**config.mk**
```make
export PLATFORM = sky130hd
export DESIGN_NAME = acs_seq
export DESIGN_NICKNAME = d
export VERILOG_FILES = /design/src/acs_pkg.sv /design/src/acs_fifo.sv /design/src/acs_seq.sv /design/src/acs_sync2.sv
export VERILOG_INCLUDE_DIRS = /design/src
export SDC_FILE = /design/constraint.sdc
export NUM_CORES = 1
export LEC_CHECK = 0
export BUFFER_PORTS_ARGS = -buffer_cell sky130_fd_sc_hd__buf_4
export CAP_MARGIN = 20
export CELL_PAD_IN_SITES_DETAIL_PLACEMENT = 0
export CELL_PAD_IN_SITES_GLOBAL_PLACEMENT = 2
export CORE_MARGIN = 2
export CORE_UTILIZATION = 45
export CTS_CLUSTER_DIAMETER = 150
export DETAILED_ROUTE_END_ITERATION = 8
export GPL_TIMING_DRIVEN = 0
export HOLD_SLACK_MARGIN = 0.08
export PLACE_DENSITY = 0.89
export SYNTH_ARGS = -nofsm -noshare
export SYNTH_HDL_FRONTEND = slang
export SYNTH_SLANG_ARGS = --single-unit
```
**constraint.sdc**
```tcl
create_clock -name clk_i -period 8.42 [get_ports clk_i]
set_clock_uncertainty 0.1 [all_clocks]
set_input_delay 1.684 -clock clk_i [delete_from_list [all_inputs] [get_ports clk_i]]
set_output_delay 1.684 -clock clk_i [all_outputs]
set_load 0.05 [all_outputs]
```
**src/acs_defs.svh**
```systemverilog
// Timing counts and reset values for the startup and chop sequencer
`ifndef ACS_DEFS_SVH
`define ACS_DEFS_SVH
`define ACS_INIT_WAIT_BASE     16'd256
`define ACS_INIT_WAIT_EXTRA    16'd44
`define ACS_GC_FIRST_EXTRA     16'd44
`define ACS_FAST_RESULTS       2'd2
`define ACS_SINC_PERIODS       2'd3
`define ACS_GC_PERIODS         2'd3
`define ACS_OSR_DEFAULT        16'h0400
`define ACS_SETTLE_CODE_RESET  4'h0
`define ACS_POR_TIME_NS        500000
`define ACS_CLK_PERIOD_NS      5
`define ACS_POR_CYCLES         (`ACS_POR_TIME_NS / `ACS_CLK_PERIOD_NS)
`endif

```
**src/acs_pkg.sv**
```systemverilog
// Types shared by the startup and chop sequencer
package acs_pkg;
   typedef enum logic [5:0] {
      ACS_POR    = 6'b000001,
      ACS_WAIT   = 6'b000010,
      ACS_CONV   = 6'b000100,
      ACS_GCDLY  = 6'b001000,
      ACS_GCCONV = 6'b010000,
      ACS_GCTAIL = 6'b100000
   } acs_state_e;

   typedef struct packed {
      logic        fast_path;
      logic        chop_polarity;
      logic [15:0] seq;
   } acs_result_s;
endpackage

```
**src/acs_fifo.sv**
```systemverilog
// Result FIFO with valid and ready on both sides
`timescale 1ns/100ps
module acs_fifo
   import acs_pkg::*;
#(
   parameter int WIDTH = 18,
   parameter int DEPTH = 4
)
(
   input  wire logic             clk_i,
   input  wire logic             nrst_i,
   input  wire logic             flush_i,
   input  wire logic [WIDTH-1:0] in_data_i,
   input  wire logic             in_valid_i,
   output logic                  in_ready_o,
   output logic [WIDTH-1:0]      out_data_o,
   output logic                  out_valid_o,
   input  wire logic             out_ready_i
);
   localparam int AW = (DEPTH > 1) ? $clog2(DEPTH) : 1;

   initial
   begin
      if (DEPTH < 2 || (DEPTH & (DEPTH - 1)) != 0)
         $error("acs_fifo: DEPTH must be a power of two, at least 2");
   end

   logic [WIDTH-1:0] mem_reg [DEPTH];
   logic [AW-1:0]    wr_reg;
   logic [AW-1:0]    rd_reg;
   logic [AW:0]      cnt_reg;
   logic             push;
   logic             pop;

   assign in_ready_o  = (cnt_reg != (AW+1)'(DEPTH));
   assign out_valid_o = (cnt_reg != '0);
   assign out_data_o  = mem_reg[rd_reg];
   assign push        = in_valid_i && in_ready_o;
   assign pop         = out_valid_o && out_ready_i;

   always_ff @(posedge clk_i)
   begin
      if (push)
         mem_reg[wr_reg] <= in_data_i;
   end

   always_ff @(posedge clk_i or negedge nrst_i)
   begin
      if (!nrst_i)
      begin
         wr_reg  <= '0;
         rd_reg  <= '0;
         cnt_reg <= '0;
      end
      else if (flush_i)
      begin
         wr_reg  <= '0;
         rd_reg  <= '0;
         cnt_reg <= '0;
      end
      else
      begin
         if (push)
            wr_reg <= wr_reg + 1'b1;
         if (pop)
            rd_reg <= rd_reg + 1'b1;
         cnt_reg <= cnt_reg + (AW+1)'(push) - (AW+1)'(pop);
      end
   end
endmodule

```
**src/acs_seq.sv**
```systemverilog
// Startup, continuous conversion and global-chop sequencer
// Summary of operation
// - Data-ready rises after power-on settling interval
// - Serial traffic ignored until first data-ready rise
// - Modulators wait 256+44 periods after clock
// - Modulator data feeds both filter paths
// - Fast path one period, sinc3 three
// - First two results fast, then sinc3
// - First result 1324, settled 3372 periods
// - Command or pin reset skips power-on wait
// - Continuous mode: result every OVERSAMPLING_RATIO periods
// - Chop alternates polarity, averages consecutive pairs
// - Filter reset on each polarity swap
// - Settle delay after swap, 2 to 65536
// - Chop conversion: delay plus three OVERSAMPLING_RATIO
// - Sync fall or OVERSAMPLING_RATIO change restarts chop
// - First chop result: twice period plus 44
// - Phase calibration bypassed while chop enabled
// - DC test signal invalid under chop
`timescale 1ns/100ps
`include "acs_defs.svh"
module acs_seq
   import acs_pkg::*;
#(
   parameter int OSR_W      = 16,
   parameter int POR_CYCLES = `ACS_POR_CYCLES,
   parameter int FIFO_DEPTH = 4
)
(
   input  wire logic                  clk_i,
   input  wire logic                  nrst_i,
   input  wire logic                  master_clock_input_i,
   input  wire logic                  sync_reset_n_i,
   input  wire logic                  reset_cmd_i,
   input  wire logic                  chop_enable_bit_i,
   input  wire logic [3:0]            chop_settle_delay_code_i,
   input  wire logic [OSR_W-1:0]      oversampling_ratio_i,
   input  wire logic                  dc_test_select_i,
   input  wire logic                  result_ready_i,
   output logic                       conversion_ready_n_o,
   output logic                       serial_accept_o,
   output logic                       modulator_run_o,
   output logic                       fast_path_en_o,
   output logic                       sinc3_path_en_o,
   output logic                       filter_reset_o,
   output logic                       chop_polarity_o,
   output logic                       chop_average_o,
   output logic                       phase_cal_bypass_o,
   output logic                       dc_test_valid_o,
   output logic                       result_valid_o,
   output acs_result_s                result_o,
   output logic                       overflow_o
);
   initial
   begin
      if (OSR_W < 8 || OSR_W > 24)
         $error("acs_seq: OSR_W out of range");
      if (POR_CYCLES < 1)
         $error("acs_seq: POR_CYCLES must be positive");
   end

   localparam int CW = 24;

   // Reset release through two flops
   logic rst_meta_reg;
   logic rst_n_reg;
   always_ff @(posedge clk_i or negedge nrst_i)
   begin
      if (!nrst_i)
      begin
         rst_meta_reg <= 1'b0;
         rst_n_reg    <= 1'b0;
      end
      else
      begin
         rst_meta_reg <= 1'b1;
         rst_n_reg    <= rst_meta_reg;
      end
   end

   // Pins from outside the clock domain
   logic mclk_s;
   logic sync_s;
   acs_sync2 #(.RST_VAL(0)) u_sync_mclk
   (
      .clk_i  (clk_i),
      .nrst_i (rst_n_reg),
      .d_i    (master_clock_input_i),
      .q_o    (mclk_s)
   );
   acs_sync2 #(.RST_VAL(1)) u_sync_rst
   (
      .clk_i  (clk_i),
      .nrst_i (rst_n_reg),
      .d_i    (sync_reset_n_i),
      .q_o    (sync_s)
   );

   logic mclk_d_reg;
   logic sync_d_reg;
   logic mod_tick;
   logic sync_fall;
   logic sync_rise;
   always_ff @(posedge clk_i or negedge rst_n_reg)
   begin
      if (!rst_n_reg)
      begin
         mclk_d_reg <= 1'b0;
         sync_d_reg <= 1'b1;
      end
      else
      begin
         mclk_d_reg <= mclk_s;
         sync_d_reg <= sync_s;
      end
   end
   // One modulator period per master clock rising edge
   assign mod_tick  = mclk_s && !mclk_d_reg;
   assign sync_fall = !sync_s && sync_d_reg;
   assign sync_rise = sync_s && !sync_d_reg;

   // Power-on settling timer; only a power-on reset runs it
   logic [31:0] por_cnt_reg;
   logic        por_done_reg;
   always_ff @(posedge clk_i or negedge rst_n_reg)
   begin
      if (!rst_n_reg)
      begin
         por_cnt_reg  <= '0;
         por_done_reg <= 1'b0;
      end
      else if (!por_done_reg)
      begin
         por_cnt_reg <= por_cnt_reg + 32'd1;
         if (por_cnt_reg >= 32'(POR_CYCLES - 1))
            por_done_reg <= 1'b1;
      end
   end

   // OVERSAMPLING_RATIO change and reset command delayed two clocks to line up with synchronised ticks,
   // else a tick already inside the synchroniser counts toward the new run
   logic [OSR_W-1:0] osr_reg;
   logic [1:0]       osr_chg_reg;
   logic [1:0]       cmd_rst_reg;
   logic             osr_change;
   always_ff @(posedge clk_i or negedge rst_n_reg)
   begin
      if (!rst_n_reg)
      begin
         osr_reg     <= OSR_W'(`ACS_OSR_DEFAULT);
         osr_chg_reg <= 2'h0;
         cmd_rst_reg <= 2'h0;
      end
      else
      begin
         osr_reg     <= oversampling_ratio_i;
         osr_chg_reg <= {osr_chg_reg[0], osr_reg != oversampling_ratio_i};
         cmd_rst_reg <= {cmd_rst_reg[0], reset_cmd_i};
      end
   end
   assign osr_change = osr_chg_reg[1];

   // Settle delay 2^(k+1) modulator periods; shift amount widened so code 15 gives 65536
   logic [CW-1:0] settle_dly;
   assign settle_dly = CW'(1) << (5'(chop_settle_delay_code_i) + 5'h01);

   // Soft reset: command, or sync pin held low (released on rise)
   logic soft_rst;
   assign soft_rst = cmd_rst_reg[1] || !sync_s;

   acs_state_e    state_reg;
   logic [CW-1:0] cnt_reg;
   logic [1:0]    res_cnt_reg;
   logic [1:0]    gc_phase_reg;
   logic          gc_first_reg;
   logic          pol_reg;
   logic          emit;
   logic          started_reg;

   // Main sequencer; counts advance on modulator ticks only
   always_ff @(posedge clk_i or negedge rst_n_reg)
   begin
      if (!rst_n_reg)
      begin
         state_reg    <= ACS_POR;
         cnt_reg      <= '0;
         res_cnt_reg  <= '0;
         gc_phase_reg <= '0;
         gc_first_reg <= 1'b1;
         pol_reg      <= 1'b0;
      end
      else if (por_done_reg && (soft_rst || (started_reg && !chop_enable_bit_i
               && state_reg != ACS_CONV && state_reg != ACS_WAIT)))
      begin
         state_reg    <= ACS_WAIT;
         cnt_reg      <= '0;
         res_cnt_reg  <= '0;
         gc_phase_reg <= '0;
         gc_first_reg <= 1'b1;
         pol_reg      <= 1'b0;
      end
      else if (chop_enable_bit_i && started_reg && (sync_fall || osr_change)
               && state_reg != ACS_WAIT)
      begin
         state_reg    <= ACS_GCDLY;
         cnt_reg      <= '0;
         gc_phase_reg <= '0;
         gc_first_reg <= 1'b1;
         pol_reg      <= 1'b0;
      end
      else
      begin
         unique case (state_reg)
            ACS_POR:
            begin
               if (por_done_reg)
                  state_reg <= ACS_WAIT;
            end
            ACS_WAIT:
            begin
               if (mod_tick)
               begin
                  cnt_reg <= cnt_reg + CW'(1);
                  if (cnt_reg == CW'(`ACS_INIT_WAIT_BASE + `ACS_INIT_WAIT_EXTRA - 16'd1))
                  begin
                     cnt_reg   <= '0;
                     state_reg <= chop_enable_bit_i ? ACS_GCDLY : ACS_CONV;
                  end
               end
            end
            ACS_CONV:
            begin
               if (chop_enable_bit_i)
               begin
                  state_reg    <= ACS_GCDLY;
                  cnt_reg      <= '0;
                  gc_first_reg <= 1'b1;
               end
               else if (mod_tick)
               begin
                  cnt_reg <= cnt_reg + CW'(1);
                  if (cnt_reg == CW'(osr_reg) - CW'(1))
                  begin
                     cnt_reg <= '0;
                     if (res_cnt_reg != `ACS_FAST_RESULTS)
                        res_cnt_reg <= res_cnt_reg + 2'd1;
                  end
               end
            end
            ACS_GCDLY:
            begin
               if (mod_tick)
               begin
                  cnt_reg <= cnt_reg + CW'(1);
                  if (cnt_reg == settle_dly - CW'(1))
                  begin
                     cnt_reg      <= '0;
                     gc_phase_reg <= '0;
                     state_reg    <= ACS_GCCONV;
                  end
               end
            end
            ACS_GCCONV:
            begin
               if (mod_tick)
               begin
                  cnt_reg <= cnt_reg + CW'(1);
                  if (cnt_reg == CW'(osr_reg) - CW'(1))
                  begin
                     cnt_reg      <= '0;
                     gc_phase_reg <= gc_phase_reg + 2'd1;
                     if (gc_phase_reg == `ACS_GC_PERIODS - 2'd1)
                     begin
                        pol_reg <= !pol_reg;
                        if (gc_first_reg && !pol_reg)
                           state_reg <= ACS_GCDLY;
                        else if (gc_first_reg)
                           state_reg <= ACS_GCTAIL;
                        else
                           state_reg <= ACS_GCDLY;
                     end
                  end
               end
            end
            ACS_GCTAIL:
            begin
               if (mod_tick)
               begin
                  cnt_reg <= cnt_reg + CW'(1);
                  if (cnt_reg == CW'(`ACS_GC_FIRST_EXTRA) - CW'(1))
                  begin
                     cnt_reg      <= '0;
                     gc_first_reg <= 1'b0;
                     state_reg    <= ACS_GCDLY;
                  end
               end
            end
         endcase
      end
   end

   // Result events
   logic conv_done;
   logic gc_done;
   assign conv_done = (state_reg == ACS_CONV) && mod_tick && !chop_enable_bit_i
                      && (cnt_reg == CW'(osr_reg) - CW'(1));
   assign gc_done = mod_tick && (((state_reg == ACS_GCCONV) && !gc_first_reg
                    && (gc_phase_reg == `ACS_GC_PERIODS - 2'd1)
                    && (cnt_reg == CW'(osr_reg) - CW'(1)))
                    || ((state_reg == ACS_GCTAIL)
                    && (cnt_reg == CW'(`ACS_GC_FIRST_EXTRA) - CW'(1))));
   assign emit = conv_done || gc_done;

   // Path controls and data-ready
   logic [15:0] seq_reg;
   logic        fifo_in_ready;
   always_ff @(posedge clk_i or negedge rst_n_reg)
   begin
      if (!rst_n_reg)
      begin
         started_reg          <= 1'b0;
         conversion_ready_n_o <= 1'b0;
         serial_accept_o      <= 1'b0;
         modulator_run_o      <= 1'b0;
         fast_path_en_o       <= 1'b0;
         sinc3_path_en_o      <= 1'b0;
         filter_reset_o       <= 1'b1;
         chop_polarity_o      <= 1'b0;
         chop_average_o       <= 1'b0;
         phase_cal_bypass_o   <= 1'b0;
         dc_test_valid_o      <= 1'b0;
         seq_reg              <= '0;
         overflow_o           <= 1'b0;
      end
      else
      begin
         if (por_done_reg && !started_reg)
         begin
            started_reg          <= 1'b1;
            conversion_ready_n_o <= 1'b1;
            serial_accept_o      <= 1'b1;
         end
         else if (emit)
            conversion_ready_n_o <= 1'b0;
         else if (mod_tick)
            conversion_ready_n_o <= 1'b1;
         if (sync_rise && started_reg)
            conversion_ready_n_o <= 1'b1;
         modulator_run_o <= (state_reg != ACS_POR) && (state_reg != ACS_WAIT);
         // Both paths run side by side in ACS_CONV only; fast path drops after two results, chop runs sinc3 alone
         sinc3_path_en_o <= (state_reg != ACS_POR) && (state_reg != ACS_WAIT);
         fast_path_en_o  <= (state_reg == ACS_CONV) && (res_cnt_reg != `ACS_FAST_RESULTS)
                            && !chop_enable_bit_i;
         filter_reset_o  <= (state_reg != ACS_GCCONV) && (state_reg != ACS_CONV);
         chop_polarity_o <= pol_reg;
         chop_average_o  <= chop_enable_bit_i;
         phase_cal_bypass_o <= chop_enable_bit_i;
         dc_test_valid_o <= dc_test_select_i && !chop_enable_bit_i;
         if (emit)
            seq_reg <= seq_reg + 16'd1;
         // Full FIFO drops the new result rather than stalling conversion timing
         overflow_o <= emit && !fifo_in_ready;
      end
   end

   acs_result_s fifo_in;
   acs_result_s fifo_out;
   logic        fifo_valid;
   assign fifo_in.fast_path     = fast_path_en_o;
   assign fifo_in.chop_polarity = pol_reg;
   assign fifo_in.seq           = seq_reg;

   acs_fifo #(.WIDTH($bits(acs_result_s)), .DEPTH(FIFO_DEPTH)) u_fifo
   (
      .clk_i       (clk_i),
      .nrst_i      (rst_n_reg),
      .flush_i     (soft_rst),
      .in_data_i   (fifo_in),
      .in_valid_i  (emit),
      .in_ready_o  (fifo_in_ready),
      .out_data_o  (fifo_out),
      .out_valid_o (fifo_valid),
      .out_ready_i (result_ready_i && result_valid_o)
   );

   // Registered output stage
   always_ff @(posedge clk_i or negedge rst_n_reg)
   begin
      if (!rst_n_reg)
      begin
         result_valid_o <= 1'b0;
         result_o       <= '0;
      end
      else
      begin
         result_valid_o <= fifo_valid && !(result_ready_i && result_valid_o);
         result_o       <= fifo_out;
      end
   end
endmodule

```
**src/acs_sync2.sv**
```systemverilog
// Two-flop synchroniser for a level from outside the clock domain
`timescale 1ns/100ps
module acs_sync2
   import acs_pkg::*;
#(
   parameter int RST_VAL = 1
)
(
   input  wire logic clk_i,
   input  wire logic nrst_i,
   input  wire logic d_i,
   output logic      q_o
);
   logic meta_reg;

   always_ff @(posedge clk_i or negedge nrst_i)
   begin
      if (!nrst_i)
      begin
         meta_reg <= RST_VAL[0];
         q_o      <= RST_VAL[0];
      end
      else
      begin
         meta_reg <= d_i;
         q_o      <= meta_reg;
      end
   end
endmodule
```
==> impl_metrics.py <==
metrics = {
    "status": {
        "status": "finished, final reports clean",
    },
    "setup_path": {
        "arrival_ns": 5.67,
        "start_kind": "input pin",
        "r2r_setup_slack_ns": 4.06,
        "endpoint_kind": "flip-flop",
        "path_cells": "buf_2 -> or4_1 -> buf_2 -> ha_1 -> clkbuf_1 -> inv_1 -> nor3b_1 -> a2111oi_0 -> nand4_1 -> o31ai_2 -> nand2_1 -> clkbuf_1 -> o21ai_1 -> a32oi_1",
        "required_ns": 8.69,
        "r2r_cells": 7,
        "slowest_stage": "o31ai_2",
        "criticalPathCategory": "input pin to flip-flop",
        "slowest_delay_ns": 0.65,
        "cp_max_fo": 10,
        "crit-reg2reg-capture": "u_fifo.mem_reg[0][4]",
        "reg2reg_from": "osr_reg[0]",
    },
    "sta": {
        "setup_violations": 0,
        "finalCriticalPeriod_ns": 5.40,
        "finalWorstSetupSlack_ns": 3.02,
        "rsz0062_at_grt": "false",
        "finalSetupTns_ns": 0,
        "finalHoldViolations": 0,
        "worst_pin_slew_ns": 1.03,
        "slew_viol_final": 0,
        "fin_crit_sh": 0.641,
        "max_freq_mhz": 185,
        "slew_headroom": 0.296,
    },
    "placement": {
        "pre_cts_slack_ns": 2.59,
        "dpl-instance-area_um2": 12000,
        "place_congestion": 0.860,
        "portBuffers": 55,
        "hpwl_um": 18900,
    },
    "die": {
        "die-area_um2": 25900,
        "io_pins": 58,
        "core_area_um2": 24200,
        "dieWidth_um": 161,
        "die_y_um": 161,
        "row_count": 57,
        "initial_core_util": 0.457,
    },
    "yosys": {
        "synth_compound_area_frac": 0.117,
        "synth_top_family_by_area": "simple AND/OR/NAND/NOR gates",
        "netlist_area_um2": 11100,
        "ys_warn_count": 0,
        "synthMuxAreaShare": 0.0451,
        "synth.top_cell.area_share": 0.319,
        "yosysUniqueCellTypes": 84,
        "ys_ff_latch": 220,
        "seq_area_frac_synth": 0.530,
        "synth_top_area_cell": "dfrtp_1",
        "avgSynthCellArea_um2": 11.1,
        "synth-edff-count": 72,
        "ys.flop_type": "dfrtp_1",
        "synthCells": 1000,
        "ys_top_cells_by_area": "dfrtp_1 32%, edfxtp_1 20%, xnor2_1 3.9%",
        "synth_xor_area_frac": 0.0743,
        "yosys.area_share.simple": 0.185,
        "async_reset_ff_frac": 0.673,
        "synth-adder-area-share": 0.0165,
    },
    "min_path": {
        "min_from": "rst_meta_reg",
        "holdCritPathClass": "flip-flop to flip-flop",
        "hold_path_depth": 0,
        "hold_end": "rst_n_reg",
    },
    "clock_tree": {
        "cts_sinks": 220,
        "clk_latency_ns": 0.52,
        "path_clk_slew_ns": 0.06,
        "cts-resized-gates": 0,
        "tritoncts": "built",
        "ctsRootBufferMaster": "clkbuf_16",
        "cts_buffers": 25,
        "post-cts-setup-buffer-count": 0,
        "htree_levels": 1,
        "clockBufferDepth": 3,
        "hold_buffers": 0,
    },
    "routing": {
        "num_vias": 8232,
        "remaining_drc_errors": 0,
        "vias_per_cell": 5.76,
        "routedWlPerCell_um": 19.0,
        "dr.pass1.iters": 5,
        "antenna_left": 0,
        "detail_route.iter0.violations": 652,
        "drt_wl_total_um": 27200,
    },
    "global_routing": {
        "grtUsageTotal": 0.215,
        "grt_first_pass_wirelength_um": 44700,
        "antenna_found_initial": 0,
        "grt_overflow": 0,
        "grt_max_degree": 52,
        "grt_pass1_vias": 8111,
    },
    "cells_and_area": {
        "drive_gt1_frac": 0.132,
        "areaGrowthSynthToFinish_pct": 15.0,
        "nNetsFinal": 1127,
        "fillers": 2165,
        "final_area_um2": 12700,
        "largest_register_ffs": 72,
        "diodes": 0,
    },
    "power": {
        "powerDensity_nw_per_um2": 183,
        "p_total_mw": 2.33,
        "power.leakage_nw": 4.78,
        "max-vdd-ir-drop_uv": 132,
    },
    "job": {
        "cap_violations": 0,
    },
}
cell families after synthesis:
logic type / Yosys count
muxes: 27
other: 1
adders and majority gates: 14
and+or+nand+nor: 370
buffers and inverters: 87
AOI/OAI and AO/OA: 187
DFF: 220
xor gates and xnor gates: 94
final cells by class:
| class | instances | area (um2) | share of cell area |
|---|---|---|---|
| Buffer | 57 | 234 | 0.0184 |
| Tap cell | 324 | 405 | 0.0318 |
| Timing Repair Buffer | 57 | 468 | 0.0367 |
| Clock inverter | 13 | 121 | 0.00953 |
| Multi-Input combinational cell | 694 | 4860 | 0.382 |
| Sequential cell | 220 | 5880 | 0.462 |
| Clock buffer | 33 | 656 | 0.0515 |
| Inverter | 30 | 113 | 0.00884 |
worst max path at each step:
stage	from	end	slack, ns
2_1_floorplan	chop_settle_delay_code_i[0]	cnt_reg[17]	3.66
3_3_place_gp	rst_n_reg	phase_cal_bypass_o	1.82
3_5_place_dp	chop_settle_delay_code_i[3]	cnt_reg[5]	2.59
4_1_cts	chop_settle_delay_code_i[3]	cnt_reg[8]	3.12
5_1_grt	chop_settle_delay_code_i[3]	cnt_reg[5]	2.77
6_report	chop_settle_delay_code_i[0]	cnt_reg[21]	3.02
cell usage in the layout (no fill, tap or decap), types with 33 or more instances in the layout:
cell / n
nor2_1: 69
xnor2_1: 49
a21oi_1: 33
buf_4: 57
clkbuf_1: 58
dfrtp_1: 140
nand3_1: 37
nand2_1: 69
edfxtp_1: 72
xor2_1: 45
layer usage:
| layer | GRT usage | part of all wire | up-vias |
|---|---|---|---|
| li1 | - | - | 3879 |
| met1 | 0.308 | 0.47 | 4095 |
| met2 | 0.348 | 0.47 | 214 |
| met3 | 0.0276 | 0.046 | 44 |
| met4 | 0.0564 | 0.022 | 0 |
| met5 | 0 | 0 | - |
synth_stat cells, drive strengths merged, types with 10 or more instances:
cell and count:
and2 17, o21ai 35, o211ai 17, nor3b 11, nor2b 15, inv 30
o21a 10, nand2 69, nand2b 14, dfrtp 141, nor2 69, a21oi 33
clkbuf 50, xnor2 49, nand4 24, xor2 45, mux4 18, a31oi 12
nor4 25, nor3 35, ha 13, nand3 37, edfxtp 72
critical path, delay by kind of cell:
family                     cells  cell delay [ns]
AOI/OAI and AO/OA              4             1.47
buffers and inverters          5             1.16
and+or+nand+nor                4             1.16
adders and majority gates      1             0.19
power breakdown:
part,internal (mW),switching (mW),total (mW)
Clock,0.610,0.427,1.04
Sequential,1.12,0.0228,1.14
Combinational,0.0643,0.0934,0.158
Total,1.79,0.544,2.33
metrics by stage:
| step | hold WS, ns | std cells | utilization |
|---|---|---|---|
| after floorplan | 0.231 | 1001 | - |
| after global placement | 0.235 | 1380 | 0.491 |
| after detailed placement | 0.235 | 1382 | 0.493 |
| after CTS | 0.249 | 1428 | 0.525 |
| after global routing | 0.266 | 1428 | 0.525 |
| final | 0.248 | 1428 | 0.525 |
(Power assumes the default switching activity.)
